File: src/rtl/fip_map.svh
// Constants of the frame initialization packet: layout, field values and limits
`ifndef FIP_MAP_SVH
`define FIP_MAP_SVH
// ---------------------------------------------------------------
// Packet geometry
// ---------------------------------------------------------------
`define FIP_PKT_LAST     8'd187
`define FIP_HDR_LEN      8'd4
// ---------------------------------------------------------------
// Byte offsets within the packet
// ---------------------------------------------------------------
`define FIP_OFS_SCHEME   8'd4
`define FIP_OFS_LEN      8'd5
`define FIP_OFS_PTR      8'd6
`define FIP_OFS_FLAGS    8'd8
`define FIP_OFS_TS       8'd10
`define FIP_OFS_LAT      8'd13
`define FIP_OFS_SIG      8'd16
`define FIP_OFS_ALEN     8'd20
`define FIP_OFS_CRC      8'd21
`define FIP_OFS_CRC_LAST 8'd24
// ---------------------------------------------------------------
// Field values
// ---------------------------------------------------------------
`define FIP_SYNC_BYTE    8'h47
`define FIP_PID          13'h0015
`define FIP_HDR_FLAGS    3'h3
`define FIP_HDR_SCR_AFC  4'h1
`define FIP_SCHEME_SFN   8'h00
`define FIP_SEC_LEN      8'h13
`define FIP_SEC_LEN_MAX  8'hB6
`define FIP_TIME_MAX     24'h98967F
`define FIP_ADDR_NONE    8'h00
`define FIP_ADDR_GROUP   8'hFF
`define FIP_HANDHELD     1'b1
`define FIP_PAD          8'hFF
`define FIP_CRC_INIT     32'hFFFFFFFF
`define FIP_CRC_POLY     32'h04C11DB7
`endif

File: src/rtl/fip_pkg.sv
// Generator types, and the checksum step shared by both ends of the packet link
`include "fip_map.svh"
package fip_pkg;
  typedef logic [7:0] fip_byte_t;
  typedef enum logic {FIP_IDLE, FIP_SEND} fip_gen_state_t;

  // One byte through the CRC-32 register, MSB first, no reflection
  function automatic logic [31:0] fip_crc_step(input logic [31:0] c, input fip_byte_t d);
    logic [31:0] r;
    r = c;
    for (int i = 7; i >= 0; i--) begin
      r = (r[31] ^ d[i]) ? ((r << 1) ^ `FIP_CRC_POLY) : (r << 1);
    end
    return r;
  endfunction
endpackage

File: src/rtl/fip_if.sv
// Byte stream link between the packet generator and the sync-side parser
`timescale 1ns/1ps
interface fip_if;
  logic [7:0] data;
  logic       sop;
  logic       valid;
  logic       ready;
  modport gen  (output data, output sop, output valid, input ready);
  modport sync (input data, input sop, input valid, output ready);
endinterface // fip_if

File: src/rtl/fip_sync.sv
// Sync-system end: parses and checks the packet and applies its fields per frame
`timescale 1ns/1ps
`include "fip_map.svh"
module fip_sync
  import fip_pkg::*;
(
  input  wire logic        i_clock,
  input  wire logic        i_rst_n,
  input  wire logic        i_ts_packet,
  output logic             o_pkt_ok,
  output logic             o_pkt_err,
  output logic             o_frame_start,
  output logic [15:0]      o_pointer,
  output logic             o_periodic,
  output logic [23:0]      o_timestamp,
  output logic [23:0]      o_latency,
  output logic [31:0]      o_signal,
  output logic [1:0]       o_frame_num,
  fip_if.sync              link
);
  import fip_pkg::*;

  logic        take;
  logic [7:0]  cur_idx;
  logic [7:0]  idx_ff;
  logic        in_pkt_ff;
  logic        bad_ff;
  logic        mine_ff;
  logic [31:0] crc_ff;
  logic [31:0] nxt_crc;
  logic [7:0]  len_ff;
  logic [15:0] ptr_ff;
  logic        per_ff;
  logic [23:0] ts_ff;
  logic [23:0] lat_ff;
  logic [31:0] sig_ff;
  logic        armed_ff;
  logic [15:0] cnt_ff;
  logic [15:0] pend_ptr_ff;
  logic        pend_per_ff;
  logic [23:0] pend_ts_ff;
  logic [23:0] pend_lat_ff;
  logic [31:0] pend_sig_ff;
  logic [31:0] sig_stage_ff;

  // ---------------------------------------------------------------
  // Byte intake
  // ---------------------------------------------------------------
  assign take    = link.valid && link.ready;
  assign cur_idx = link.sop ? 8'h00 : idx_ff + 8'h01;
  assign nxt_crc = fip_crc_step(link.sop ? `FIP_CRC_INIT : crc_ff, link.data);

  // A new start mid-packet discards the partial one
  always_ff @(posedge i_clock or negedge i_rst_n) begin
    if (!i_rst_n) begin
      link.ready <= 1'b0;
      idx_ff     <= 8'h00;
      in_pkt_ff  <= 1'b0;
      crc_ff     <= `FIP_CRC_INIT;
    end else begin
      link.ready <= 1'b1;
      if (take && (link.sop || in_pkt_ff)) begin
        idx_ff    <= cur_idx;
        in_pkt_ff <= (cur_idx != `FIP_PKT_LAST);
        crc_ff    <= nxt_crc;
      end
    end
  end

  // Field capture and checks; reserved scheme codes are rejected, not decoded
  always_ff @(posedge i_clock or negedge i_rst_n) begin
    if (!i_rst_n) begin
      bad_ff  <= 1'b0;
      mine_ff <= 1'b0;
      len_ff  <= 8'h00;
      ptr_ff  <= 16'h0000;
      per_ff  <= 1'b0;
      ts_ff   <= 24'h000000;
      lat_ff  <= 24'h000000;
      sig_ff  <= 32'h00000000;
    end else if (take && (link.sop || in_pkt_ff)) begin
      if (link.sop) begin
        bad_ff  <= (link.data != `FIP_SYNC_BYTE);
        mine_ff <= 1'b1;
      end
      unique case (cur_idx)
        8'd1: mine_ff <= mine_ff && (link.data[4:0] == 5'(`FIP_PID >> 8));
        8'd2: mine_ff <= mine_ff && (link.data == 8'(`FIP_PID & 13'h00FF));
        8'd4: bad_ff  <= bad_ff || (link.data != `FIP_SCHEME_SFN);
        8'd5: begin
          len_ff <= link.data;
          bad_ff <= bad_ff || (link.data > `FIP_SEC_LEN_MAX);
        end
        8'd6:  ptr_ff[15:8] <= link.data;
        8'd7:  ptr_ff[7:0]  <= link.data;
        8'd8:  per_ff       <= link.data[7];
        8'd9:  bad_ff       <= bad_ff || (link.data[0] != `FIP_HANDHELD);
        8'd10: ts_ff[23:16] <= link.data;
        8'd11: ts_ff[15:8]  <= link.data;
        8'd12: ts_ff[7:0]   <= link.data;
        8'd13: begin
          lat_ff[23:16] <= link.data;
          bad_ff        <= bad_ff || (ts_ff > `FIP_TIME_MAX);
        end
        8'd14: lat_ff[15:8] <= link.data;
        8'd15: lat_ff[7:0]  <= link.data;
        8'd16: begin
          sig_ff[31:24] <= link.data;
          bad_ff        <= bad_ff || (lat_ff > `FIP_TIME_MAX);
        end
        8'd17: sig_ff[23:16] <= link.data;
        8'd18: sig_ff[15:8]  <= link.data;
        8'd19: sig_ff[7:0]   <= link.data;
        default: begin
          // Addressing blocks change the CRC position; section length finds it
          if (len_ff <= `FIP_SEC_LEN_MAX && cur_idx == `FIP_OFS_LEN + len_ff) begin
            bad_ff <= bad_ff || (nxt_crc != 32'h00000000);
          end
        end
      endcase
    end
  end

  // ---------------------------------------------------------------
  // Verdict, pointer countdown and frame-aligned application
  // ---------------------------------------------------------------
  // Fields wait for the designated frame; signalling waits one frame more
  always_ff @(posedge i_clock or negedge i_rst_n) begin
    if (!i_rst_n) begin
      o_pkt_ok      <= 1'b0;
      o_pkt_err     <= 1'b0;
      o_frame_start <= 1'b0;
      armed_ff      <= 1'b0;
      cnt_ff        <= 16'h0000;
      pend_ptr_ff   <= 16'h0000;
      pend_per_ff   <= 1'b0;
      pend_ts_ff    <= 24'h000000;
      pend_lat_ff   <= 24'h000000;
      pend_sig_ff   <= 32'h00000000;
      sig_stage_ff  <= 32'h00000000;
      o_pointer     <= 16'h0000;
      o_periodic    <= 1'b0;
      o_timestamp   <= 24'h000000;
      o_latency     <= 24'h000000;
      o_signal      <= 32'h00000000;
      o_frame_num   <= 2'h0;
    end else begin
      o_pkt_ok      <= 1'b0;
      o_pkt_err     <= 1'b0;
      o_frame_start <= 1'b0;
      if (take && in_pkt_ff && cur_idx == `FIP_PKT_LAST && mine_ff) begin
        o_pkt_ok  <= !bad_ff;
        o_pkt_err <= bad_ff;
        if (!bad_ff) begin
          armed_ff    <= 1'b1;
          cnt_ff      <= ptr_ff;
          pend_ptr_ff <= ptr_ff;
          pend_per_ff <= per_ff;
          pend_ts_ff  <= ts_ff;
          pend_lat_ff <= lat_ff;
          pend_sig_ff <= sig_ff;
        end
      end else if (armed_ff && i_ts_packet) begin
        if (cnt_ff == 16'h0000) begin
          armed_ff      <= 1'b0;
          o_frame_start <= 1'b1;
          o_pointer     <= pend_ptr_ff;
          o_periodic    <= pend_per_ff;
          o_timestamp   <= pend_ts_ff;
          o_latency     <= pend_lat_ff;
          sig_stage_ff  <= pend_sig_ff;
          o_signal      <= sig_stage_ff;
          o_frame_num   <= sig_stage_ff[31:30];
        end else begin
          cnt_ff <= cnt_ff - 16'h0001;
        end
      end
    end
  end

endmodule // fip_sync

File: src/flat_wrapper.sv
// flat-port wrapper written by rule: the top's interface ports become plain ports
module fip_sync_flat import fip_pkg::*;
  (i_clock, i_rst_n, i_ts_packet, o_pkt_ok, o_pkt_err, o_frame_start, o_pointer, o_periodic, o_timestamp, o_latency, o_signal, o_frame_num, link_data, link_sop, link_valid, link_ready);
  fip_if link_i ();
  input  wire logic i_clock;
  input  wire logic i_rst_n;
  input  wire logic i_ts_packet;
  output logic o_pkt_ok;
  output logic o_pkt_err;
  output logic o_frame_start;
  output logic [15:0] o_pointer;
  output logic o_periodic;
  output logic [23:0] o_timestamp;
  output logic [23:0] o_latency;
  output logic [31:0] o_signal;
  output logic [1:0] o_frame_num;
  input wire logic [$bits(link_i.data)-1:0] link_data;
  input wire logic [$bits(link_i.sop)-1:0] link_sop;
  input wire logic [$bits(link_i.valid)-1:0] link_valid;
  output wire logic [$bits(link_i.ready)-1:0] link_ready;
  assign link_i.data = link_data;
  assign link_i.sop = link_sop;
  assign link_i.valid = link_valid;
  assign link_ready = link_i.ready;
  fip_sync u_core (.i_clock(i_clock), .i_rst_n(i_rst_n), .i_ts_packet(i_ts_packet), .o_pkt_ok(o_pkt_ok), .o_pkt_err(o_pkt_err), .o_frame_start(o_frame_start), .o_pointer(o_pointer), .o_periodic(o_periodic), .o_timestamp(o_timestamp), .o_latency(o_latency), .o_signal(o_signal), .o_frame_num(o_frame_num), .link(link_i));
endmodule
File: config.mk
export PLATFORM = sky130hd
export DESIGN_NAME = fip_sync_flat
export DESIGN_NICKNAME = d
export VERILOG_FILES = /design/src/rtl/fip_pkg.sv /design/src/rtl/fip_if.sv /design/src/rtl/fip_sync.sv /design/src/flat_wrapper.sv
export VERILOG_INCLUDE_DIRS = /design/src /design/src/rtl
export SDC_FILE = /design/constraint.sdc
export NUM_CORES = 1
export LEC_CHECK = 0
export ABC_AREA = 1
export BUFFER_PORTS_ARGS = -buffer_cell sky130_fd_sc_hd__buf_2
export CAP_MARGIN = 5
export CORE_AREA = 2 2 324 230
export DETAILED_ROUTE_END_ITERATION = 8
export DIE_AREA = 0 0 326 232
export PLACE_DENSITY = 0.46
export SLEW_MARGIN = 40
export SYNTH_ARGS = -nofsm -noshare
export SYNTH_HDL_FRONTEND = slang
export SYNTH_SLANG_ARGS = --single-unit
export TNS_END_PERCENT = 20
File: constraint.sdc
create_clock -name i_clock -period 3.5 [get_ports i_clock]
set_clock_uncertainty 0.2 [all_clocks]
set_input_delay 0.175 -clock i_clock [delete_from_list [all_inputs] [get_ports i_clock]]
set_output_delay 0.175 -clock i_clock [all_outputs]
set_load 0.01 [all_outputs]
==> results.yml <==
detailed_routing:
  drt-vias-per-instance: 4.421
  dr.pass1.iters: 5
  drc: 0
  postRouteAntennaNets: 0
  dr_total_vias: 14721
  drtIter0Drc: 1358
  wl_um: 52540
  wl_per_cell_um: 15.78
sta:
  rsz0062_at_grt: "false"
  finalSetupViolCount: 0
  final_max_slew_viol_count: 0
  hold_viol: 0
  finalCriticalPeriod_ns: 3.239
  fmax_ghz: 0.3088
  tns_ns: 0
  holdWs_ns: 0.008990
  fin_ws_ns: 0.2614
  tightest_slew_ns: 0.7656
  post-route-period-util: 0.9253
  timing.slew.headroom: 0.4831
logic_synthesis:
  async_flop_share: 1.000
  synth_ff_type: "dfrtp_1"
  syn_area_per_cell_um2: 8.244
  syn_inst: 2180
  synth-xor-area-share: 0.01559
  synthMuxAreaShare: 0
  seq_area_frac_synth: 0.5522
  syn-num-nets: 2198
  synth.area.top_cells: "dfrtp_1 (51%), nand2_1 (15%), o21ai_0 (8.3%)"
  yosysUniqueCellTypes: 43
  synth-compound-area-share: 0.1190
  synth_edf_count: 0
  synth-seq-cells: 395
  synthAdderAreaFrac: 0.003481
  synth_top_area_share: 0.5054
  synth.largest_area_cell: "dfrtp_1"
  synthMostInstantiatedCell: "nand2_1"
  synth_top_family_by_area: "simple AND/OR/NAND/NOR gates"
  netlist_area_um2: 17970
  synthSimpleGateAreaFrac: 0.2301
  synth_top_cells_by_count: "nand2_1 (737), dfrtp_1 (363), o21ai_0 (298), inv_1 (216), nor2_1 (114)"
  ys_warn_count: 0
clock_tree:
  clk_latency_ns: 0.56
  cts_sinks: 395
  cts_resized: 0
  htree_num_levels: 2
  clkTransAtPathRegs_ns: 0.06
  clockRootBuffer: "clkbuf_16"
  cts_buffer_depth: 3
  cts_made_buffers: 43
  cts_tree: "done"
setup_path:
  slowest_delay_ns: 0.43
  cp.arrival_ns: 3.52
  path_class: "flip-flop to flip-flop"
  worstSetupEndpointType: "flip-flop"
  cp.required_ns: 3.78
  cpMaxStageDelayCell: "dfrtp_1"
  crit_buf_inv: 4
  worstReg2RegEnd: "u_core.cnt_ff[3]"
  cpLargestDelayFamily: "simple AND/OR/NAND/NOR gates"
  reg2reg_from: "u_core.idx_ff[0]"
  startpoint_type: "flip-flop"
  worstPathCellList: "ha_1 -> inv_1 -> nor2_2 -> inv_2 -> nor2_1 -> inv_2 -> nor2_2 -> nand4_1 -> nor2_1 -> nand2_1 -> a21oi_4 -> buf_4 -> o211ai_1 -> o21ai_0"
  crit_path_max_fanout: 11
  ff2ff_setup_slack_ns: 0.26
  ff2ff_path_depth: 14
min_path:
  hp-start: "link_valid"
  hold_end: "u_core.mine_ff"
  min_path_cells: 5
  hp-class: "input port to flip-flop"
final_layout:
  layout-drive-gt1-share: 0.1446
  nets: 2342
  final_cells: 3330
  syn2layout_area_growth_pct: 19.26
place:
  numPortBuffers: 115
  dp_slack_ns: 0.2832
  placed_cells: 3246
  place.gp.congestion: 0.8770
  hpwl_um: 36730
floorplan:
  ios: 116
  die_w_um: 326
  initial_utilization: 0.2476
  coreArea_um2: 72590
  die_h_um: 232
  rows: 83
  dieArea_um2: 75630
global_route:
  track_usage: 0.1400
  grt_pass1_wl_um: 83720
  grt_max_degree: 107
  grt_pass1_vias: 14319
  grt_overflow: 0
  antenna_found_initial: 4
power:
  p_leak_nw: 10.56
  powerDensity_nw_per_um2: 586.0
  vdd_drop_max_uv: 341.2
flow_run:
  maxCapViolCount: 0
outcome:
  outcome: "finished clean"
-- tightest hold or removal path, stage by stage --
cell,delay (ns)
buf_2,0.10
nand2_1,0.13
nor2_1,0.10
o21ai_0,0.16
nand2_1,0.06
-- stage by stage --
stage	utilization	instance area, um2	total power (W)
2_1_floorplan	-	17970	0.007119
5_1_grt	0.2952	21430	0.01336
6_report	0.2953	21430	0.01256
3_5_place_dp	0.2747	19940	0.008084
3_3_place_gp	0.2747	19940	0.008047
4_1_cts	0.2947	21390	0.01269
-- sequential cells by signal, summed over array words and instances (netlist names), 30 cells and up --
signal / cells
u_core.crc_ff: 32
u_core.pend_sig_ff: 32
u_core.o_signal: 30
u_core.sig_ff: 32
u_core.sig_stage_ff: 32
-- per-layer routing --
layer,GRT usage,part of all wire,wire [um],vias to the layer above
met5,0,0,0,-
met3,0.02793,0.066,3457,61
li1,-,-,-,7209
met4,0.02880,0.017,896,0
met1,0.2179,0.52,27290,7099
met2,0.1968,0.40,20900,352
-- how the worst max path moves through the flow --
stage	from	end	slack, ns	cells past startpoint
floorplan	u_core.idx_ff[0]	u_core.o_frame_num[0]	0.97	14
global placement	link_sop	u_core.cnt_ff[13]	0.30	14
detailed placement	u_core.idx_ff[0]	u_core.cnt_ff[3]	0.28	14
CTS	u_core.idx_ff[0]	u_core.o_signal[19]	0.28	15
global route	u_core.idx_ff[0]	u_core.cnt_ff[14]	0.006	14
finish	u_core.idx_ff[0]	u_core.cnt_ff[3]	0.26	14
-- cells in the final DEF, fill, tap and decap left out, types with 4 or more instances in the layout --
cell / Yosys / layout
a21oi_1: 14 / 14
a31oi_1: 11 / 11
buf_12: 0 / 8
buf_2: 33 / 114
buf_4: 22 / 70
clkbuf_1: 41 / 9
clkbuf_16: 0 / 44
clkbuf_8: 0 / 5
clkinv_2: 0 / 7
dfrtp_1: 363 / 363
dfstp_2: 32 / 32
dlygate4sd3_1: 0 / 9
ha_1: 5 / 5
inv_1: 216 / 216
inv_2: 14 / 14
nand2_1: 737 / 737
nand3_1: 87 / 86
nand3b_1: 8 / 8
nand4_1: 17 / 17
nor2_1: 114 / 113
nor2_2: 7 / 7
nor2_4: 5 / 6
nor3_1: 8 / 8
nor4_1: 11 / 11
o211ai_2: 4 / 4
o21ai_0: 298 / 298
o21ai_1: 61 / 61
o21ai_2: 6 / 6
xnor2_1: 8 / 8
xor2_1: 24 / 24
-- what timing repair did --
action,in CTS,in global routing
buffers inserted,0,0
hold endpoints to repair,113,24
hold buffers,8,1
-- where the power goes --
group | internal [W] | switching (W) | total, W
Clock | 0.00257 | 0.00194 | 0.00451
Combinational | 0.000955 | 0.00177 | 0.00272
Sequential | 0.00503 | 0.000302 | 0.00533
Total | 0.00855 | 0.00401 | 0.0126
-- cell families (layout without fill, tap and decap cells) --
group,after synthesis,in the layout
compound gates,406,406
flops,395,395
fa+ha+maj,5,5
buf+inv,335,507
other cells,1,2
xor+xnor,32,32
simple gates,1006,1006
-- area by class of cell --
type                    count  area [um2]
fillers                  7691       51160
flip-flops and latches    395        9925
multi-input cells        1450        6659
repair buffers            203        1389
well taps                 977        1222
clock buffers              58        1204
inverters                 231       867.1
clock inverters            15       166.4
diodes                      1       2.502
No activity file was read; power rests on OpenSTA's default activity.
